--- config.mk ---
export PLATFORM = sky130hd
export DESIGN_NAME = sipo_latch
export DESIGN_NICKNAME = d
export VERILOG_FILES = /design/src/rtl/sipo_pkg.sv /design/src/rtl/pin_sync.sv /design/src/rtl/sipo_latch.sv
export SDC_FILE = /design/constraint.sdc
export NUM_CORES = 1
export LEC_CHECK = 0
export BUFFER_PORTS_ARGS = -buffer_cell sky130_fd_sc_hd__buf_4
export CAP_MARGIN = 10
export CORE_MARGIN = 2
export CORE_UTILIZATION = 51
export CTS_BUF_LIST = sky130_fd_sc_hd__clkbuf_4 sky130_fd_sc_hd__clkbuf_8
export DETAILED_ROUTE_END_ITERATION = 10
export GPL_TIMING_DRIVEN = 0
export PLACE_DENSITY = 0.77
export SLEW_MARGIN = 0
export SYNTH_ARGS = -nofsm -noshare
export SYNTH_HDL_FRONTEND = slang
export SYNTH_HIERARCHICAL = 1
export SYNTH_SLANG_ARGS = --single-unit
--- constraint.sdc ---
create_clock -name clock_i -period 1.05 [get_ports clock_i]
set_clock_uncertainty 0.15 [all_clocks]
set_input_delay 0.21 -clock clock_i [delete_from_list [all_inputs] [get_ports clock_i]]
set_output_delay 0.21 -clock clock_i [all_outputs]
set_load 0.1 [all_outputs]
--- src/rtl/sipo_pkg.sv ---
/*
 Constants for the serial-in, parallel-out latch block.
 Assumes a single system clock of 50 MHz; no other dependencies.
*/
package sipo_pkg;
  localparam int          STAGES     = 8;
  localparam logic [7:0]  SHIFT_RST  = 8'h00;
  localparam logic [7:0]  STORE_RST  = 8'h00;
  localparam int          SYNC_DEPTH = 3;
  localparam int          FIRST_POS  = 0;
endpackage

--- src/rtl/pin_sync.sv ---
/*
 Three-stage pin synchroniser with agreement filter.
 Assumes the input is asynchronous to clock_i.
*/
`timescale 1ns/1ns
`default_nettype none
module pin_sync (
  // Clock and reset
  input  wire logic clock_i,
  input  wire logic rst_n_i,
  // Pin and result
  input  wire logic pin_i,
  output logic      level_o
);
  logic [2:0] sync_ff;
  logic [2:0] nxt_sync;
  logic       level_ff;
  logic       nxt_level;

  always_comb begin
    nxt_sync  = {sync_ff[1:0], pin_i};
    nxt_level = level_ff;
    // First stage feeds only the second
    if (sync_ff[1] == sync_ff[2]) begin
      nxt_level = sync_ff[2];
    end
  end

  always_ff @(posedge clock_i or negedge rst_n_i) begin
    if (!rst_n_i) begin
      sync_ff  <= 3'h0;
      level_ff <= 1'b0;
    end else begin
      sync_ff  <= nxt_sync;
      level_ff <= nxt_level;
    end
  end

  assign level_o = level_ff;
endmodule
`default_nettype wire

--- src/rtl/sipo_latch.sv ---
/*
 Serial-in, parallel-out shift register feeding a storage register
 with three-state parallel outputs, sampled on one system clock.
 Assumes all pins come from outside the clock domain; pin clocks
 must stay each level for several system clock periods.
*/
// Summary of operation
// - Output enable high releases all eight parallel outputs.
// - Output enable low drives storage contents on parallel outputs.
// - Clear low forces every shift stage to zero.
// - Shift edge with serial input low loads zero into stage one.
// - Shift edge with serial input high loads one into stage one.
// - Each later stage takes previous value of the stage before.
// - Storage edge copies all shift stages into storage register.
// - Clear overrides shift clock and leaves storage untouched.
// - Besides reset, only clear and rising edges of either clock change shift or storage.
// - Last stage is exported for chaining devices.
// - Common clock makes storage lag shift by one step.
`timescale 1ns/1ns
`default_nettype none
module sipo_latch
  import sipo_pkg::*;
#(
  parameter int WIDTH = STAGES
) (
  // Clock and reset
  input  wire logic             clock_i,
  input  wire logic             rst_n_i,
  // Host pins
  input  wire logic             serial_data_in_i,
  input  wire logic             shift_clock_i,
  input  wire logic             store_clock_i,
  input  wire logic             shift_clear_n_i,
  input  wire logic             output_enable_n_i,
  // Parallel outputs, three-state as value plus enable
  output logic [WIDTH-1:0]      parallel_out_o,
  output logic [WIDTH-1:0]      parallel_oe_o,
  // Chaining output
  output logic                  cascade_serial_out_o
);

  //****************************************
  // Pin synchronisers
  //****************************************
  logic [4:0] pins_raw;
  logic [4:0] pins_s;
  // Active-low pins inverted first, so a synchroniser in reset reads idle
  assign pins_raw = {~output_enable_n_i, ~shift_clear_n_i, store_clock_i,
                     shift_clock_i, serial_data_in_i};

  genvar gi;
  generate
    for (gi = 0; gi < 5; gi++) begin : g_sync
      pin_sync u_sync (
        .clock_i (clock_i),
        .rst_n_i (rst_n_i),
        .pin_i   (pins_raw[gi]),
        .level_o (pins_s[gi])
      );
    end
  endgenerate

  logic data_s;
  logic shift_clk_s;
  logic store_clk_s;
  logic clr_n_s;
  logic oe_n_s;
  assign data_s      = pins_s[0];
  assign shift_clk_s = pins_s[1];
  assign store_clk_s = pins_s[2];
  assign clr_n_s     = ~pins_s[3];
  assign oe_n_s      = ~pins_s[4];

  //****************************************
  // Edge detection
  //****************************************
  // Shared by both pin clocks
  function automatic logic rise_of(input logic now_lvl,
                                   input logic old_lvl);
    return now_lvl & ~old_lvl;
  endfunction

  logic shift_clk_ff;
  logic nxt_shift_clk;
  logic store_clk_ff;
  logic nxt_store_clk;
  logic shift_clk_rise;
  logic store_clk_rise;

  always_comb begin
    nxt_shift_clk  = shift_clk_s;
    nxt_store_clk  = store_clk_s;
    shift_clk_rise = rise_of(shift_clk_s, shift_clk_ff);
    store_clk_rise = rise_of(store_clk_s, store_clk_ff);
  end

  always_ff @(posedge clock_i or negedge rst_n_i) begin
    if (!rst_n_i) begin
      shift_clk_ff <= 1'b0;
      store_clk_ff <= 1'b0;
    end else begin
      shift_clk_ff <= nxt_shift_clk;
      store_clk_ff <= nxt_store_clk;
    end
  end

  //****************************************
  // Shift register
  //****************************************
  // Clear is sampled like other pins; it acts within sync latency
  // rather than truly asynchronously, traded for a glitch-free domain.
  logic [WIDTH-1:0] shift_ff;
  logic [WIDTH-1:0] nxt_shift;

  always_comb begin
    nxt_shift = shift_ff;
    if (!clr_n_s) begin
      nxt_shift = WIDTH'(SHIFT_RST);
    end else if (shift_clk_rise) begin
      // Newest bit enters at the bottom, the rest move up
      nxt_shift = {shift_ff[WIDTH-2:0], data_s};
    end
  end

  always_ff @(posedge clock_i or negedge rst_n_i) begin
    if (!rst_n_i) begin
      shift_ff <= WIDTH'(SHIFT_RST);
    end else begin
      shift_ff <= nxt_shift;
    end
  end

  //****************************************
  // Storage register
  //****************************************
  logic [WIDTH-1:0] store_ff;
  logic [WIDTH-1:0] nxt_store;

  always_comb begin
    nxt_store = store_ff;
    // Old shift contents captured, so common clock lags one step
    if (store_clk_rise) begin
      nxt_store = shift_ff;
    end
  end

  // Clear never reaches here, so the shown word survives a clear
  always_ff @(posedge clock_i or negedge rst_n_i) begin
    if (!rst_n_i) begin
      store_ff <= WIDTH'(STORE_RST);
    end else begin
      store_ff <= nxt_store;
    end
  end

  //****************************************
  // Output stage
  //****************************************
  logic [WIDTH-1:0] pout_ff;
  logic [WIDTH-1:0] nxt_pout;
  logic [WIDTH-1:0] poe_ff;
  logic [WIDTH-1:0] nxt_poe;
  logic             casc_ff;
  logic             nxt_casc;

  always_comb begin
    // Fed from next values so outputs land with their registers
    nxt_pout = nxt_store;
    nxt_poe  = {WIDTH{~oe_n_s}};
    // Cascade ignores output enable; only parallel pins float
    nxt_casc = nxt_shift[WIDTH-1];
  end

  always_ff @(posedge clock_i or negedge rst_n_i) begin
    if (!rst_n_i) begin
      pout_ff <= WIDTH'(STORE_RST);
      poe_ff  <= '0;
      casc_ff <= 1'b0;
    end else begin
      pout_ff <= nxt_pout;
      poe_ff  <= nxt_poe;
      casc_ff <= nxt_casc;
    end
  end

  assign parallel_out_o       = pout_ff;
  assign parallel_oe_o        = poe_ff;
  assign cascade_serial_out_o = casc_ff;

  //****************************************
  // Checks
  //****************************************
  clear_zero_a: assert property (
    @(posedge clock_i) disable iff (!rst_n_i)
    !clr_n_s |=> shift_ff == '0)
    else $error("shift register not cleared");

  shift_in_a: assert property (
    @(posedge clock_i) disable iff (!rst_n_i)
    clr_n_s && shift_clk_rise |=> shift_ff[FIRST_POS] == $past(data_s))
    else $error("first stage did not take serial input");

  shift_move_a: assert property (
    @(posedge clock_i) disable iff (!rst_n_i)
    clr_n_s && shift_clk_rise |=>
      shift_ff[WIDTH-1:1] == $past(shift_ff[WIDTH-2:0]))
    else $error("stages did not move along");

  no_edge_a: assert property (
    @(posedge clock_i) disable iff (!rst_n_i)
    clr_n_s && !shift_clk_rise |=> $stable(shift_ff))
    else $error("shift changed without rising edge");

  store_copy_a: assert property (
    @(posedge clock_i) disable iff (!rst_n_i)
    store_clk_rise |=> store_ff == $past(shift_ff))
    else $error("storage did not copy shift stages");

  store_hold_a: assert property (
    @(posedge clock_i) disable iff (!rst_n_i)
    !store_clk_rise |=> $stable(store_ff))
    else $error("storage changed without its edge");

  store_clear_a: assert property (
    @(posedge clock_i) disable iff (!rst_n_i)
    !clr_n_s && !store_clk_rise |=> $stable(store_ff))
    else $error("clear disturbed storage");

  out_release_a: assert property (
    @(posedge clock_i) disable iff (!rst_n_i)
    oe_n_s |=> parallel_oe_o == '0)
    else $error("outputs driven while disabled");

  out_drive_a: assert property (
    @(posedge clock_i) disable iff (!rst_n_i)
    !oe_n_s |=> parallel_oe_o == '1 && parallel_out_o == store_ff)
    else $error("outputs not showing storage");

  cascade_a: assert property (
    @(posedge clock_i) disable iff (!rst_n_i)
    cascade_serial_out_o == shift_ff[WIDTH-1])
    else $error("cascade output not last stage");

  cascade_clear_a: assert property (
    @(posedge clock_i) disable iff (!rst_n_i)
    !clr_n_s |=> !cascade_serial_out_o)
    else $error("cascade output not zero after clear");
endmodule
`default_nettype wire

==> Yosys cells after proc, flatten, opt, wreduce, memory -nomap -nowiden <==
Index checks and enable logic that the tools add are counted.
{ "op_classes": {"addsub": 0, "n_mul": 0, "div_mod_pow": 0, "magnitude_cmp": 0, "n_eq_ne": 5, "shifts": 0, "mux": 2, "bitwise_logic": 6, "reduce_logical": 1} }
{ "ops": {"columns": ["cell", "n"], "rows": [
  ["2-to-1 mux 8 bit", 2],
  ["equality test 1 bit", 5],
  ["inverter 1 bit", 4],
  ["bitwise AND 1 bit", 2],
  ["nonzero test 2 bit", 1]
]} }
{ "word_totals": {"reg_bits": 39, "latchBits": 0, "mem_bits_rw": 0, "mem_bits_ro": 0, "n_memories": 0} }

==> Depth between registers and ports, before layout <==
{ "depth": {"word_depth": 4, "depth_mapped": 3} }

==> By module <==
The synthesis kept the hierarchy.
{ "modules_own_cells": {"columns": ["mod", "n_inst", "cells_each", "area_per_inst_um2", "seq_area_each_um2"], "rows": [
  ["sipo_latch", 1, 58, 834.6, 475.5],
  ["pin_sync", 5, 5, 111.4, 100.1]
]} }

==> Worst setup path after synthesis <==
OpenSTA, ideal clock, no wires.
{ "synth_path": {"path_type": "register -> output", "start": "register parallel_oe_o[0] (netlist name)", "end": "output port parallel_oe_o[1]", "t_arrival_ns": 1.424, "t_required_ns": 0.690, "path_slack_ns": -0.734, "path_stages_with_launch": 2, "path_cell_list": "dfrtp_1 buf_4"} }
{ "synth_rtl": {"columns": ["element", "line", "source"], "rows": [
  ["end, declared", "sipo_latch.sv:37", "output logic [WIDTH-1:0] parallel_oe_o,"]
]} }
No word-level cell between the ends.

==> Final worst setup path <==
{ "layout_path": {"start": "register parallel_oe_o[0] (netlist name)", "end": "output port parallel_oe_o[1]"} }
No word-level cell between the ends.

==> flow_summary.toml <==
[outcome]
status = "complete, but fails checks"
violations = "setup timing"

[finish]
drive_above_1_share = 0.625
layout_common_cells = "dfrtp_1 (28), buf_12 (16), buf_4 (14), buf_6 (10), dfrtp_4 (10)"
n_antenna_cell = 0
final_common_cell = "dfrtp_1"
area_delta_synth_final_pct = 54.3
finalInstanceArea_mm2 = 0.00215
nets = 134

[routing]
drt_iter0_markers = 13
viasPerCell = 4.92
via_count = 777
drc_errors = 0
firstDrtPassIters = 4
wl_per_cell_um = 17.0
routed_wl_mm = 2.69
ant_nets = 0

[power]
power_leakage_uw = 0.00100
vdd_drop_max_uv = 2190
powerDensity_mw_per_mm2 = 1710

[clock_network]
max-clock-path-buffers = 2
numCtsBuffers = 5
insertion_delay_ns = 0.35
clock-sinks = 39
root_buffer = "clkbuf_4"
clk_pin_slew_worst_paths_ns = 0.12
cts_max_level = 2
cts_tree = "yes"

[timing]
period_needed_ns = 1.56
slew_viol_final = 0
fin_setup_tns_ns = -9.12
final.setup.worst_slack_ns = -0.511
rsz0062_at_grt = "true"
max-slew-margin-rel = 0.695
max_freq_mhz = 640
worst_pin_slew_ns = 0.458
setup_viol_count_final = 35
hold_viol_final = 0
period_share = 1.49

[run]
drv_cap = 0

[global_routing]
grt_pass1_wl_mm = 4.24
grt-ovfl-total = 0
grt_pass1_vias = 803
grt_usage = 0.193
grt_max_degree = 40
antenna_found_initial = 0

[floorplanning]
rows = 18
fp.dieW_um = 56.2
fp.dieArea_mm2 = 0.00316
boundaryPins = 24
start_util = 0.552
core_area_mm2 = 0.00252
dieHeight_um = 56.2

[critical_path]
worst_path_max_delay_cell = "dfrtp_4"
critPathMaxStageDelay_ns = 0.56
path_buf_inv = 2
worstSetupPathType = "reg2out"
rrSetupSlack_ns = -0.16
cp_data_arrival_time_ns = 1.20
reg2reg_depth = 2
crit_path_start_kind = "register"
critPathRequiredTime_ns = 0.69
cp_max_fo = 8
worstPathCellList = "buf_6, buf_12"
rr_startpoint = "g_sync[2].u_sync/level_o"
critPathTopFamily = "flip-flops"
timing.rr.end = "store_ff[0]"
cp-end-kind = "output port"

[synthesis]
synth_warnings = 6
synth.avg_cell_area_um2 = 16.8
netlist_instances = 83
synth-seq-cells = 39
yosysSeqAreaShare = 0.701
netlist_area_mm2 = 0.00139
synth.distinct_cells = 13
synth_fp_nets = 90

[placed_design]
hpwl_mm = 1.42
port_buffers = 23
place.gp.congestion = 0.754
dpl_cell_area_mm2 = 0.00167

[worst_hold_path]
min_path_type = "in2async"
[cells in the mapped netlist, drive strengths merged]
cell type / instances / area share
dfrtp: 39 / 0.70
nand2b: 10 / 0.050
mux2: 8 / 0.086
nand4bb: 1 / 0.0081
nor2b: 1 / 0.0045
o21ai: 1 / 0.0036
inv: 2 / 0.0054
maj3: 5 / 0.040
buf: 9 / 0.049
mux2i: 7 / 0.050
[flip-flops by register name (all words and copies together), names as in the netlist]
register               cells
shift_clk_ff               1
store_ff                   8
store_clk_ff               1
g_sync.u_sync/level_o      5
shift_ff                   7
cascade_serial_out_o       1
g_sync.u_sync/sync_ff     15
parallel_oe_o              1
[through the flow]
stage               total power, µW   util  setup WS (ns)  cells  hold WS [ns]
floorplan                      2140      -         -0.244     83        -0.236
global placement               2260  0.663         -0.167    136        0.0447
detailed placement             2270  0.663         -0.183    136        0.0421
CTS                            3680  0.836         -0.518    156         0.194
global route                   3830  0.851         -0.568    158         0.222
finish                         3680  0.851         -0.511    158         0.208
[power breakdown]
group | switching, µW | internal [µW]
Sequential | 65.0 | 1580
Combinational | 442 | 349
Clock | 499 | 740
[logic make-up (layout without fill, tap and decap cells)]
kind of cell	Yosys count	after routing	synth area share
AO/OA/AOI/OAI	1	1	0.00359
adder cells (fa/ha/maj)	5	5	0.0405
buffers and inverters	11	56	0.0549
flip-flops	39	39	0.701
multiplexers	15	15	0.137
AND/OR/NAND/NOR	12	12	0.0629
[timing repair]
item                                    4_1_cts  5_1_grt
pin swaps                                     0        2
hold buffers                                  6        0
resized for setup                            56        5
endpoints found under the setup margin       34       36
buffers inserted                              7        2
endpoints found under the hold margin        44        0
[worst max-delay path by stage]
stage / startpoint / endpoint / slack (ns) / cells past startpoint
after floorplan: parallel_oe_o[0] / parallel_oe_o[1] / -0.24 / 1
after global placement: parallel_oe_o[0] / parallel_oe_o[6] / -0.17 / 2
after detailed placement: g_sync[2].u_sync/level_o / store_ff[4] / -0.18 / 3
after CTS: parallel_oe_o[0] / parallel_oe_o[2] / -0.52 / 2
after global routing: parallel_oe_o[0] / parallel_oe_o[1] / -0.57 / 2
final: parallel_oe_o[0] / parallel_oe_o[1] / -0.51 / 2
[cell type report]
| class | instances | area [µm²] |
|---|---|---|
| Sequential cell | 39 | 1010 |
| Timing Repair Buffer | 38 | 512 |
| Multi-Input combinational cell | 33 | 384 |
| Fill cell | 117 | 375 |
| Buffer | 8 | 86.3 |
| Clock inverter | 3 | 67.6 |
| Clock buffer | 5 | 37.5 |
| Tap cell | 30 | 37.5 |
| Inverter | 2 | 7.51 |
[worst register-to-register path: cells and delay by family (launching register included)]
family	cells	cell delay, ns
DFF	1	0.44
muxes	1	0.33
and+or+nand+nor	1	0.20
[routing by layer]
metal / up-vias / track usage / share of wire
li1: 354 / - / -
met1: 394 / 0.231 / 0.42
met2: 23 / 0.314 / 0.52
met3: 6 / 0.0628 / 0.036
met4: 0 / 0.0918 / 0.023
met5: - / 0 / 0
No activity file was read; power rests on OpenSTA's default activity.
